<file path="config.mk">
export PLATFORM = sky130hd
export DESIGN_NAME = debug_phy_regs
export DESIGN_NICKNAME = d
export VERILOG_FILES = /design/src/rtl/debug_phy_pkg.sv /design/src/rtl/debug_phy_regs.sv
export SDC_FILE = /design/constraint.sdc
export NUM_CORES = 1
export LEC_CHECK = 0
export ABC_AREA = 1
export BUFFER_PORTS_ARGS = -buffer_cell sky130_fd_sc_hd__clkbuf_2
export CORE_MARGIN = 1.5
export CORE_UTILIZATION = 50
export DETAILED_ROUTE_END_ITERATION = 8
export GPL_TIMING_DRIVEN = 0
export PLACE_DENSITY = 0.73
export REMOVE_ABC_BUFFERS = 1
export SYNTH_ARGS = -nofsm -noshare
export SYNTH_HDL_FRONTEND = slang
export SYNTH_SLANG_ARGS = --single-unit
</file>
<file path="constraint.sdc">
create_clock -name clock_i -period 3.5 [get_ports clock_i]
set_input_delay 0.7 -clock clock_i [delete_from_list [all_inputs] [get_ports clock_i]]
set_output_delay 0.7 -clock clock_i [all_outputs]
set_load 0.02 [all_outputs]
</file>
<file path="src/rtl/debug_phy_pkg.sv">
// Constants, types and state layout for the debug port physical-layer register set
package debug_phy_pkg;

    // Register offsets, debugger view
    localparam logic [3:0] OFS_REV_STATUS = 4'h0;
    localparam logic [3:0] OFS_ERR_STATUS = 4'h1;
    localparam logic [3:0] OFS_CTRL_A = 4'h2;
    localparam logic [3:0] OFS_CTRL_B = 4'h3;
    localparam logic [3:0] OFS_KEY_STATUS = 4'h7;
    localparam logic [3:0] OFS_RST_REQ = 4'h8;
    localparam logic [3:0] OFS_CLK_CTRL = 4'h9;
    localparam logic [3:0] OFS_SYS_CTRL_A = 4'ha;
    localparam logic [3:0] OFS_SYS_STATUS = 4'hb;
    localparam logic [3:0] OFS_CRC_STATUS = 4'hc;

    // Field positions
    localparam int PHY_CONTROL_A_INTER_BYTE_DELAY_ENABLE_BIT = 7;
    localparam int PHY_CONTROL_A_PARITY_CHECK_DISABLE_BIT = 5;
    localparam int PHY_CONTROL_A_DTD_BIT = 4;
    localparam int PHY_CONTROL_A_RSD_BIT = 3;
    localparam int PHY_CONTROL_B_NEGATIVE_ACK_DISABLE_BIT = 4;
    localparam int PHY_CONTROL_B_CCDIS_BIT = 3;
    localparam int PHY_CONTROL_B_PORTDIS_BIT = 2;
    localparam int KEY_UROW_BIT = 5;
    localparam int KEY_PROG_BIT = 4;
    localparam int KEY_ERASE_BIT = 3;
    localparam int SYS_CTRL_COMMIT_BIT = 1;
    localparam int SYS_CTRL_SYSTEM_CLOCK_REQUEST_BIT = 0;

    // Reset values and masks
    localparam logic [7:0] PHY_CONTROL_A_MASK = 8'hbf;
    localparam logic [2:0] PHY_CONTROL_B_MASK = 3'h6;
    localparam logic [7:0] RST_SIGNATURE = 8'h59;
    localparam logic [1:0] CLKSEL_DEFAULT = 2'h3;
    localparam logic [2:0] GUARD_OFF = 3'h7;
    localparam logic [7:0] GUARD_MAX_CYCLES = 8'h80;

    // Error signature codes
    localparam logic [2:0] ERR_NONE = 3'h0;
    localparam logic [2:0] ERR_PARITY = 3'h1;
    localparam logic [2:0] ERR_FRAME = 3'h2;
    localparam logic [2:0] ERR_TIMEOUT = 3'h3;
    localparam logic [2:0] ERR_CLOCK = 3'h4;
    localparam logic [2:0] ERR_CONTENTION = 3'h7;

    // Transmit pacing states
    typedef enum logic [1:0] {
        TX_IDLE = 2'b00,
        TX_WAIT = 2'b01,
        TX_BUSY = 2'b10
    } tx_state_t;

    // Link errors seen by the physical layer, one-cycle pulses
    typedef struct packed {
        logic parity;
        logic frame;
        logic clock;
        logic contention;
    } link_err_t;

    // Live levels from the system domain
    typedef struct packed {
        logic in_reset;
        logic asleep;
        logic prog_ready;
        logic urow_ready;
        logic locked;
        logic [2:0] crc;
    } sys_state_t;

endpackage : debug_phy_pkg

</file>
<file path="src/rtl/debug_phy_regs.sv">
// Physical-layer control and status registers of the single-wire debug port
// Operation
// - Registers reachable only by debugger instructions; 0x0-0x3 physical, 0x4-0xC access layer.
// - Status register upper nibble holds a read-only four-bit revision.
// - Three-bit error signature loads on link errors and clears on debugger read.
// - Parity error code 1, stop bit error code 2, clock error code 4.
// - Access-layer silence gives code 3; line contention gives code 7; 5,6 reserved.
// - Inter-byte delay enable adds two idle characters between multi-byte load bytes.
// - First transmitted byte waits only the normal direction-change guard time.
// - Parity disable ignores received parity and raises no parity error.
// - Without timeout disable, flag access timeout after 65536 cycles with no response.
// - Response signature disable suppresses all response signatures.
// - Guard time 128 cycles halving per step to 2; code 7 turns it off.
// - Negative-acknowledge disable suppresses the reset-during-access signature.
// - Contention detect disable stops detecting and reporting line contention.
// - Writing port disable resets port, drops clock request, clears config and keys.
// - Key bit 5 shows user-row-write key; debugger may write it.
// - Key bit 4 shows programming key; clears when programming completes.
// - Writing signature 0x59 holds system reset; other values release; bit 0 reads held.
// - Clock select: 1 is 16 MHz, 2 is 8 MHz, 3 is 4 MHz default.
// - System reset active bit sets during system reset and clears on read.
// - Key bit 3 shows erase key; clears when erase completes.
module debug_phy_regs
    import debug_phy_pkg::*;
#(
    parameter logic [3:0] REVISION = 4'h2, // Arbitrary value
    parameter int TIMEOUT_CYCLES = 65536,
    parameter int IDLE_CHAR_CYCLES = 12
)(
    input wire logic clock_i,
    input wire logic rst_i,
    input wire logic ce_i,
    // Register access from the link instruction decoder
    input wire logic reg_wr_i,
    input wire logic reg_rd_i,
    input wire logic [3:0] reg_addr_i,
    input wire logic [7:0] reg_wdata_i,
    output logic [7:0] reg_rdata_o,
    output logic reg_rvalid_o,
    // Port enable request from the link (enable sequence seen on the wire)
    input wire logic port_enable_i,
    // Link events
    input wire link_err_t link_err_i,
    input wire logic acc_req_i,
    input wire logic acc_resp_i,
    // Transmit pacing
    input wire logic tx_turn_i,
    input wire logic tx_req_i,
    input wire logic tx_multi_i,
    input wire logic tx_done_i,
    output logic tx_go_o,
    // Key activation and completion
    input wire logic key_erase_set_i,
    input wire logic key_prog_set_i,
    input wire logic key_urow_set_i,
    input wire logic erase_done_i,
    input wire logic prog_done_i,
    // System domain levels
    input wire sys_state_t sys_i,
    // Controls to the link and system
    output logic port_enabled_o,
    output logic port_clock_request_o,
    output logic [1:0] port_clock_select_o,
    output logic parity_check_enable_o,
    output logic contention_detect_enable_o,
    output logic response_signature_enable_o,
    output logic negative_ack_enable_o,
    output logic system_clock_request_o,
    output logic system_reset_request_o,
    output logic user_row_commit_o,
    output logic timeout_o,
    output logic key_erase_o,
    output logic key_prog_o,
    output logic key_urow_o
);

    localparam int TO_W = $clog2(TIMEOUT_CYCLES + 1);
    localparam logic [TO_W-1:0] TO_LAST = TO_W'(TIMEOUT_CYCLES - 1);
    localparam logic [7:0] GAP_CYCLES = 8'(2 * IDLE_CHAR_CYCLES);

    // All state of the block
    typedef struct packed {
        logic enabled;
        logic [7:0] ctrl_a;
        logic [2:0] ctrl_b;
        logic [2:0] err_sig;
        logic key_erase;
        logic key_prog;
        logic key_urow;
        logic rst_hold;
        logic [1:0] clk_sel;
        logic clk_req;
        logic commit;
        logic rst_seen;
        logic to_run;
        logic [TO_W-1:0] to_cnt;
        logic to_flag;
        tx_state_t tx_st;
        logic [7:0] tx_cnt;
        logic tx_go;
        logic [7:0] rdata;
        logic rvalid;
    } state_t;

    state_t st_ff;
    state_t nxt_st;

    logic parity_off;
    logic timeout_off;
    logic contention_off;
    logic [7:0] guard_cycles;
    logic [2:0] err_code;
    logic err_hit;
    logic to_expire;
    logic wr_ctrl_b_dis;

    // Decoded controls
    assign parity_off = st_ff.ctrl_a[PHY_CONTROL_A_PARITY_CHECK_DISABLE_BIT];
    assign timeout_off = st_ff.ctrl_a[PHY_CONTROL_A_DTD_BIT];
    assign contention_off = st_ff.ctrl_b[PHY_CONTROL_B_CCDIS_BIT - 2];
    assign wr_ctrl_b_dis = reg_wr_i && reg_addr_i == OFS_CTRL_B && reg_wdata_i[PHY_CONTROL_B_PORTDIS_BIT];

    // Guard length from the select field; the off code gives none at all
    always_comb
    begin
        if (st_ff.ctrl_a[2:0] == GUARD_OFF)
        begin
            guard_cycles = 8'h00;
        end
        else
        begin
            guard_cycles = GUARD_MAX_CYCLES >> st_ff.ctrl_a[2:0];
        end
    end

    // Timeout expires on the last counted cycle of an open request
    assign to_expire = st_ff.to_run && st_ff.to_cnt == TO_LAST && !acc_resp_i;

    // Error coding; when several strike at once the line-level fault wins
    always_comb
    begin
        err_code = ERR_NONE;
        err_hit = 1'b0;
        if (link_err_i.contention && !contention_off)
        begin
            err_code = ERR_CONTENTION;
            err_hit = 1'b1;
        end
        else if (link_err_i.clock)
        begin
            err_code = ERR_CLOCK;
            err_hit = 1'b1;
        end
        else if (link_err_i.frame)
        begin
            err_code = ERR_FRAME;
            err_hit = 1'b1;
        end
        else if (link_err_i.parity && !parity_off)
        begin
            err_code = ERR_PARITY;
            err_hit = 1'b1;
        end
        else if (to_expire && !timeout_off)
        begin
            err_code = ERR_TIMEOUT;
            err_hit = 1'b1;
        end
    end

    // Next state
    always_comb
    begin
        nxt_st = st_ff;
        nxt_st.rvalid = 1'b0;
        nxt_st.commit = 1'b0;
        nxt_st.to_flag = 1'b0;
        nxt_st.tx_go = 1'b0;

        if (!st_ff.enabled)
        begin
            // Disabled port ignores the wire except the enable sequence
            if (port_enable_i)
            begin
                nxt_st.enabled = 1'b1;
                nxt_st.clk_sel = CLKSEL_DEFAULT;
                nxt_st.clk_req = 1'b1;
            end
        end
        else if (wr_ctrl_b_dis)
        begin
            // Port disable wipes configuration, keys and the held system reset
            nxt_st = '0;
            nxt_st.clk_sel = CLKSEL_DEFAULT;
        end
        else
        begin
            // Register reads; only the link decoder can reach this port
            if (reg_rd_i)
            begin
                nxt_st.rvalid = 1'b1;
                case (reg_addr_i)
                    OFS_REV_STATUS: nxt_st.rdata = {REVISION, 4'h0};
                    OFS_ERR_STATUS: nxt_st.rdata = {5'h00, st_ff.err_sig};
                    OFS_CTRL_A: nxt_st.rdata = st_ff.ctrl_a;
                    OFS_CTRL_B: nxt_st.rdata = {3'h0, st_ff.ctrl_b, 2'h0};
                    OFS_KEY_STATUS: nxt_st.rdata = {2'h0, st_ff.key_urow, st_ff.key_prog,
                                                    st_ff.key_erase, 3'h0};
                    OFS_RST_REQ: nxt_st.rdata = {7'h00, st_ff.rst_hold};
                    OFS_CLK_CTRL: nxt_st.rdata = {6'h00, st_ff.clk_sel};
                    OFS_SYS_CTRL_A: nxt_st.rdata = {7'h00, st_ff.clk_req};
                    OFS_SYS_STATUS: nxt_st.rdata = {2'h0, st_ff.rst_seen, sys_i.asleep, sys_i.prog_ready,
                                                    sys_i.urow_ready, 1'b0, sys_i.locked};
                    OFS_CRC_STATUS: nxt_st.rdata = {5'h00, sys_i.crc};
                    default: nxt_st.rdata = 8'h00;
                endcase
                // Read-to-clear fields; a new event below overrides the clear
                if (reg_addr_i == OFS_ERR_STATUS)
                begin
                    nxt_st.err_sig = ERR_NONE;
                end
                if (reg_addr_i == OFS_SYS_STATUS)
                begin
                    nxt_st.rst_seen = 1'b0;
                end
            end

            // Register writes; read-only and reserved locations drop the data
            if (reg_wr_i)
            begin
                case (reg_addr_i)
                    OFS_CTRL_A: nxt_st.ctrl_a = reg_wdata_i & PHY_CONTROL_A_MASK;
                    OFS_CTRL_B: nxt_st.ctrl_b = reg_wdata_i[4:2] & PHY_CONTROL_B_MASK;
                    OFS_KEY_STATUS:
                    begin
                        // Writing the user-row bit retires that key
                        if (reg_wdata_i[KEY_UROW_BIT])
                        begin
                            nxt_st.key_urow = 1'b0;
                        end
                    end
                    OFS_RST_REQ: nxt_st.rst_hold = reg_wdata_i == RST_SIGNATURE;
                    OFS_CLK_CTRL:
                    begin
                        // Reserved code 0 is refused and the old choice kept
                        if (reg_wdata_i[1:0] != 2'h0)
                        begin
                            nxt_st.clk_sel = reg_wdata_i[1:0];
                        end
                    end
                    OFS_SYS_CTRL_A:
                    begin
                        nxt_st.clk_req = reg_wdata_i[SYS_CTRL_SYSTEM_CLOCK_REQUEST_BIT];
                        nxt_st.commit = reg_wdata_i[SYS_CTRL_COMMIT_BIT] && st_ff.key_urow;
                    end
                    default: nxt_st.ctrl_a = nxt_st.ctrl_a;
                endcase
            end

            // Keys: completion clears, activation in the same cycle wins
            if (erase_done_i)
            begin
                nxt_st.key_erase = 1'b0;
            end
            if (prog_done_i)
            begin
                nxt_st.key_prog = 1'b0;
            end
            if (key_erase_set_i)
            begin
                nxt_st.key_erase = 1'b1;
            end
            if (key_prog_set_i)
            begin
                nxt_st.key_prog = 1'b1;
            end
            if (key_urow_set_i)
            begin
                nxt_st.key_urow = 1'b1;
            end

            // Sticky system reset seen, held reset counts too
            if (sys_i.in_reset || st_ff.rst_hold)
            begin
                nxt_st.rst_seen = 1'b1;
            end

            // Access-layer watchdog
            if (acc_resp_i)
            begin
                nxt_st.to_run = 1'b0;
            end
            else if (acc_req_i)
            begin
                nxt_st.to_run = 1'b1;
                nxt_st.to_cnt = '0;
            end
            else if (to_expire)
            begin
                nxt_st.to_run = 1'b0;
                nxt_st.to_flag = !timeout_off;
            end
            else if (st_ff.to_run)
            begin
                nxt_st.to_cnt = st_ff.to_cnt + TO_W'(1);
            end

            // Error signature load after any clear
            if (err_hit)
            begin
                nxt_st.err_sig = err_code;
            end

            // Transmit pacing: guard on turnaround, fixed gap between load bytes
            case (st_ff.tx_st)
                TX_IDLE:
                begin
                    if (tx_turn_i)
                    begin
                        nxt_st.tx_cnt = guard_cycles;
                        nxt_st.tx_st = TX_WAIT;
                    end
                end
                TX_WAIT:
                begin
                    if (st_ff.tx_cnt != 8'h00)
                    begin
                        nxt_st.tx_cnt = st_ff.tx_cnt - 8'h01;
                    end
                    else if (tx_req_i)
                    begin
                        nxt_st.tx_go = 1'b1;
                        nxt_st.tx_st = TX_BUSY;
                    end
                    else if (tx_turn_i)
                    begin
                        nxt_st.tx_st = TX_IDLE;
                    end
                end
                TX_BUSY:
                begin
                    if (tx_done_i)
                    begin
                        // Gap only between bytes of a multi-byte load
                        nxt_st.tx_cnt = (st_ff.ctrl_a[PHY_CONTROL_A_INTER_BYTE_DELAY_ENABLE_BIT] && tx_multi_i) ? GAP_CYCLES : 8'h00;
                        nxt_st.tx_st = tx_multi_i ? TX_WAIT : TX_IDLE;
                    end
                end
                default: nxt_st.tx_st = TX_IDLE;
            endcase
        end
    end

    // State register; clock enable freezes everything
    always_ff @(posedge clock_i)
    begin
        if (rst_i)
        begin
            st_ff <= '0;
            st_ff.clk_sel <= CLKSEL_DEFAULT;
        end
        else if (ce_i)
        begin
            st_ff <= nxt_st;
        end
    end

    // Outputs straight from the state flops
    assign reg_rdata_o = st_ff.rdata;
    assign reg_rvalid_o = st_ff.rvalid;
    assign tx_go_o = st_ff.tx_go;
    assign port_enabled_o = st_ff.enabled;
    assign port_clock_request_o = st_ff.enabled;
    assign port_clock_select_o = st_ff.clk_sel;
    assign parity_check_enable_o = !st_ff.ctrl_a[PHY_CONTROL_A_PARITY_CHECK_DISABLE_BIT];
    assign contention_detect_enable_o = !st_ff.ctrl_b[PHY_CONTROL_B_CCDIS_BIT - 2];
    assign response_signature_enable_o = !st_ff.ctrl_a[PHY_CONTROL_A_RSD_BIT];
    assign negative_ack_enable_o = !st_ff.ctrl_b[PHY_CONTROL_B_NEGATIVE_ACK_DISABLE_BIT - 2];
    assign system_clock_request_o = st_ff.clk_req;
    assign system_reset_request_o = st_ff.rst_hold;
    assign user_row_commit_o = st_ff.commit;
    assign timeout_o = st_ff.to_flag;
    assign key_erase_o = st_ff.key_erase;
    assign key_prog_o = st_ff.key_prog;
    assign key_urow_o = st_ff.key_urow;

endmodule : debug_phy_regs

</file>
Word level (Yosys, flattened, before mapping)
Cells that the tools add are included.
{"block": "classes", "n_addsub": 2, "n_mul": 0, "n_div": 0, "n_lt_le_gt_ge": 0, "n_eq_ne": 25, "shift": 1, "muxes": 62, "n_bitwise": 0, "n_reduce_logical": 53}
{"operator": "one-hot mux 8 bit (10 select lines)", "n": 1}
{"operator": "2-to-1 mux 62 bit", "n": 1}
{"operator": "2-to-1 mux 41 bit", "n": 1}
{"operator": "2-to-1 mux 18 bit", "n": 2}
{"operator": "2-to-1 mux 17 bit", "n": 2}
{"operator": "nonzero test 3 bit", "n": 10}
{"operator": "2-to-1 mux 1 bit", "n": 27}
{"operator": "2-to-1 mux 3 bit", "n": 8}
{"operator": "2-to-1 mux 8 bit", "n": 3}
{"operator": "one-hot mux 8 bit (3 select lines)", "n": 1}
{"operator": "AND reduction 4 bit", "n": 6}
{"operator": "equality test 4 bit (second input constant)", "n": 5}
{"operator": "2-to-1 mux 10 bit", "n": 2}
{"operator": "2-to-1 mux 2 bit", "n": 9}
{"operator": "adder 17 x 1 -> 17 bit (second input constant)", "n": 1}
{"operator": "equality test 17 x 16 -> 1 bit (second input constant)", "n": 1}
{"operator": "AND reduction 5 bit", "n": 3}
{"operator": "nonzero test 2 bit", "n": 7}
{"operator": "inequality test 3 bit (second input constant)", "n": 4}
{"operator": "AND reduction 3 bit", "n": 4}
{"operator": "AND reduction 6 bit", "n": 2}
{"operator": "2-to-1 mux 11 bit", "n": 1}
{"operator": "logical AND 1 bit", "n": 9}
{"operator": "2-to-1 mux 9 bit", "n": 1}
{"operator": "22 further kinds", "n": 32}
{"block": "totals", "register_bits": 63, "latchBits": 0, "ram_bits": 0, "rom_bits": 0, "input_bits": 41, "out_inout_bits": 25, "word_cells": 163, "mem_count": 0}

Logic depth before layout (Yosys ltp)
{"block": "depth", "word_depth": 12, "depth_mapped": 16, "depth_no_buf": 16}

Worst setup path after synthesis
No wires, ideal clock.
{"block": "synth_path", "path_kind": "reg2reg", "from": "reg st_ff[28] (netlist bit)", "to": "reg st_ff[48] (netlist bit)", "setup_time_ns": 0.132, "arrival_time_ns": 1.900, "required_ns": 3.368, "path_slack_ns": 1.468, "path_stages_with_launch": 17, "path_buffers": 0, "synth_period_minus_slack_ns": 2.032, "cell_sequence": "dfxtp_1 -> nand2_1 -> inv_1 -> nand2_1 -> nor2_1 -> inv_1 -> nor4_1 -> ha_1 -> nand2_1 -> nor2_1 -> nand2_1 -> o21ai_0 -> nor2_1 -> nand3_1 -> nand2_1 -> nand2_1 -> a21oi_1"}
{"block": "synth_via", "elab_chain_cells": 11, "word_cells_on_any_way": 19, "classes_between": "eq/ne (1); mux (12); reduce/logical (6)"}
{"element": "from (decl)", "line_no": "debug_phy_regs.sv:105", "source": "state_t st_ff;"}
{"element": "from (signal assigned)", "line_no": "debug_phy_regs.sv:364", "source": "st_ff <= nxt_st;"}
{"element": "equality test 17 x 16 -> 1 bit *", "line_no": "debug_phy_regs.sv:137", "source": "assign to_expire = st_ff.to_run && st_ff.to_cnt == TO_LAST && !acc_resp_i;"}
{"element": "logical AND 1 bit * (2 in a row)", "line_no": "debug_phy_regs.sv:137"}
{"element": "logical AND 1 bit *", "line_no": "debug_phy_regs.sv:164", "source": "else if (to_expire && !timeout_off)"}
{"element": "2-to-1 mux 1 bit or 2-to-1 mux 2 bit (tied branches)", "line_no": "debug_phy_regs.sv:164"}
{"element": "2-to-1 mux 1 bit or 2-to-1 mux 2 bit (tied branches)", "line_no": "debug_phy_regs.sv:159", "source": "else if (link_err_i.parity && !parity_off)"}
{"element": "2-to-1 mux 1 bit or 2-to-1 mux 2 bit (tied branches)", "line_no": "debug_phy_regs.sv:154", "source": "else if (link_err_i.frame)"}
{"element": "2-to-1 mux 1 bit or 2-to-1 mux 3 bit (tied branches)", "line_no": "debug_phy_regs.sv:149", "source": "else if (link_err_i.clock)"}
{"element": "2-to-1 mux 1 bit or 2-to-1 mux 3 bit (tied branches)", "line_no": "debug_phy_regs.sv:144", "source": "if (link_err_i.contention && !contention_off)"}
{"element": "nonzero test 3 bit (no line) or 2-to-1 mux 3 bit (tied branches)"}
{"element": "AND reduction 4 bit (no line) or 2-to-1 mux 62 bit (tied branches)"}
Mark *: on every way between the ends. The rest lies on a longest branch, timed or not.
A chain may end at the register's enable or synchronous reset.

Worst setup path after layout
{"block": "layout_path", "from": "in reg_addr_i[2]", "to": "reg st_ff[10] (netlist bit)"}
{"block": "layout_via", "elab_chain_cells": 5, "word_cells_on_any_way": 9, "classes_between": "eq/ne (4); mux (1); reduce/logical (4)"}
{"element": "from (decl)", "line_no": "debug_phy_regs.sv:36", "source": "input wire logic [3:0] reg_addr_i,"}
{"element": "equality test 4 x 2 -> 1 bit *", "line_no": "debug_phy_regs.sv:121", "source": "assign wr_ctrl_b_dis = reg_wr_i && reg_addr_i == OFS_CTRL_B && reg_wdata_i[PHY_CONTROL_B_PORTDIS_BIT];"}
{"element": "logical AND 1 bit * (2 in a row)", "line_no": "debug_phy_regs.sv:121"}
{"element": "inequality test 3 bit (no line) or nonzero test 4 bit (tied branches)"}
{"element": "AND reduction 6 bit (no line)"}
Marks and branches as above.

==> metrics.yaml <==
regMostFlops: "st_ff"
power_mw: 1.50
die_area_um2: 7770
core-area_um2: 6910
dp_hpwl_mm: 7.50
grt_use_total: 0.275
portBuffers: 64
routedWlPerCell_um: 13.9
drc: 0
vias: 3805
utilization: 0.593
antenna_found_initial: 0
syn_area_um2: 3620
power.switching_mw: 0.437
synth_area_leader_cell: "dfxtp_1"
seqPwrFrac: 0.475
critPathLaunchType: "primary input"
drtIter0Drc: 221
cp_max_fo: 22
layout-drive-gt1-share: 0.174
combinationalPowerShare: 0.135
multi_input_area_um2: 1990
power.clock.fraction: 0.390
pre_cts_slack_ps: 369
fmaxAchievable_mhz: 357
drtPass1Iterations: 5
leakage_nw: 1.80
rr_startpoint: "st_ff[28]"
cts-hold-fix-buffers: 0
regToRegEndpoint: "st_ff[48]"
end_kind: "flip-flop"
synth.area.top_cells: "dfxtp_1, nand2_1, a21oi_1"
grt_pass1_wl_mm: 16.4
cts_made_buffers: 9
viasPerCell: 5.34
grt_max_degree: 27
fill_cells: 714
path_class: "primary input to flip-flop"
largest_reg_flops: 39
worst_pin_slew_ps: 1120
wirelength_mm: 9.92
endpoint: "st_ff[10]"
swShare: 0.292
yosysTopAreaCellShare: 0.331
ir_worst_vdd_mv: 0.203
nets: 659
skew_ps: 5.14
status: "finished clean"
cts_sinks: 60
rsz0062_at_grt: "false"
cap_violations: 0
post_cts_buffers: 0
fin_crit_sh: 0.801
r2r_slack_ps: 910
cp.required_ps: 3740
die_x_um: 88.1
intPower_mw: 1.06
syn_inst: 558
seq_area_frac_synth: 0.331
clk_pin_slew_ps: 70
finalSetupViolations: 0
rows: 30
ys_ff_latch: 60
worst_slack_ps: 695
dieHeight_um: 88.1
h-tree-depth: 3
hold_viol_final: 0
cts_tree: "yes"
async_flop_share: 0
p_per_area_nw_per_um2: 366
ant_nets: 0
clock_path_buffers: 2
clk_latency_ps: 340
grt_pass1_vias: 3559
root_buffer: "clkbuf_8"
cts-resized-gates: 0
synthFlopType: "dfxtp_1"
hold_class: "flip-flop to flip-flop"
crit_start: "reg_addr_i[2]"
reg2reg_depth: 16
final.setup.tns_ps: 0
period_minus_slack_ps: 2800
diodes: 0
grt-ovfl-total: 0
regArea_um2: 1200
gp_congestion: 0.930
initial_core_util: 0.525
slew-limit-headroom: 0.251
area_growth_pct: 13.0
synth_edf_count: 0
cp.arrival_ps: 3040
yosys_warnings: 0
synth.avg_cell_area_um2: 6.49
finalMaxSlewViolations: 0
io-pin-count: 66
synth.distinct_cells: 42
-- synth_stat cells, drive strengths merged, types with 2 or more instances --
| cell type | number |
|---|---|
| a21oi | 58 |
| and3 | 2 |
| buf | 18 |
| clkbuf | 4 |
| dfxtp | 60 |
| ha | 7 |
| inv | 73 |
| nand2 | 148 |
| nand3 | 48 |
| nand4 | 13 |
| nor2 | 60 |
| nor3 | 16 |
| nor4 | 2 |
| o2111ai | 2 |
| o211ai | 3 |
| o21ai | 32 |
| o31ai | 4 |
-- worst min path at each step --
stage | from | endpoint | slack (ps) | depth (start not counted)
floorplan | st_ff[49] | st_ff[49] | 430 | 2
global placement | reg_rdata_o[2] | reg_rdata_o[2] | 450 | 2
detailed placement | reg_rdata_o[2] | reg_rdata_o[2] | 460 | 2
CTS | reg_rdata_o[2] | reg_rdata_o[2] | 470 | 2
global route | reg_rdata_o[2] | reg_rdata_o[2] | 490 | 2
finish | reg_rdata_o[2] | reg_rdata_o[2] | 460 | 2
-- cells by family after synthesis --
family / count (synthesis) / synth area share
AND/OR/NAND/NOR: 291 / 0.358
AO/OA/AOI/OAI: 103 / 0.162
buffers and inverters: 95 / 0.121
flip-flops: 60 / 0.331
adder cells (fa/ha/maj): 7 / 0.0242
XOR/XNOR: 1 / 0.00242
other: 1 / 0.00103
-- power by group through the flow --
| stage | Sequential, mW | Combinational (mW) | Clock, mW |
|---|---|---|---|
| 6_report | 0.712 | 0.203 | 0.584 |
| 5_1_grt | 0.713 | 0.228 | 0.624 |
| 4_1_cts | 0.711 | 0.201 | 0.593 |
| 3_5_place_dp | 0.727 | 0.200 | 0 |
| 3_3_place_gp | 0.726 | 0.197 | 0 |
| 2_1_floorplan | 0.732 | 0.118 | 0 |
-- metal layers --
layer  global-route usage  wire, um
met1                0.366      4660
met4               0.0852       172
met5                    0         0
met2                0.445      4670
met3               0.0594       416
-- worst max-delay path, stage by stage --
cell and delay, ps:
clkbuf_2 110, nor2_2 240, nand4_1 920, nand3_1 430
nand4_1 330, a21oi_1 230, nor2_1 60
-- placed cells by master, fill, tap and decap left out, types with 2 or more instances in the layout --
| cell type | count |
|---|---|
| dfxtp_1 | 60 |
| nand2_2 | 7 |
| clkinvlp_4 | 3 |
| inv_1 | 69 |
| nor3_1 | 15 |
| o2111ai_1 | 2 |
| nor2_4 | 2 |
| ha_1 | 7 |
| o21ai_0 | 28 |
| clkbuf_2 | 64 |
| o211ai_1 | 3 |
| nand4_1 | 11 |
| nor4_1 | 2 |
| a21oi_1 | 55 |
| a21oi_2 | 2 |
| o21ai_1 | 2 |
| and3_1 | 2 |
| inv_2 | 2 |
| clkbuf_8 | 11 |
| nor2_2 | 4 |
| nor2_1 | 54 |
| inv_4 | 2 |
| nand2_1 | 140 |
| nand3_1 | 48 |
| o31ai_1 | 4 |
-- final cells by class --
type	instances	area share
multi-input combinational	403	0.485
sequential	60	0.293
timing repair buffer	64	0.0782
inverter	73	0.0682
clock buffer	11	0.0370
tap	96	0.0293
clock inverter	5	0.00886
-- per-stage QoR --
stage | hold WS, ps | instances | cell area [um^2]
2_1_floorplan | 434 | 536 | 3470
3_3_place_gp | 451 | 696 | 3910
3_5_place_dp | 457 | 696 | 3910
4_1_cts | 467 | 712 | 4090
5_1_grt | 486 | 712 | 4090
6_report | 464 | 712 | 4090
No activity file was read; power rests on OpenSTA's default activity.
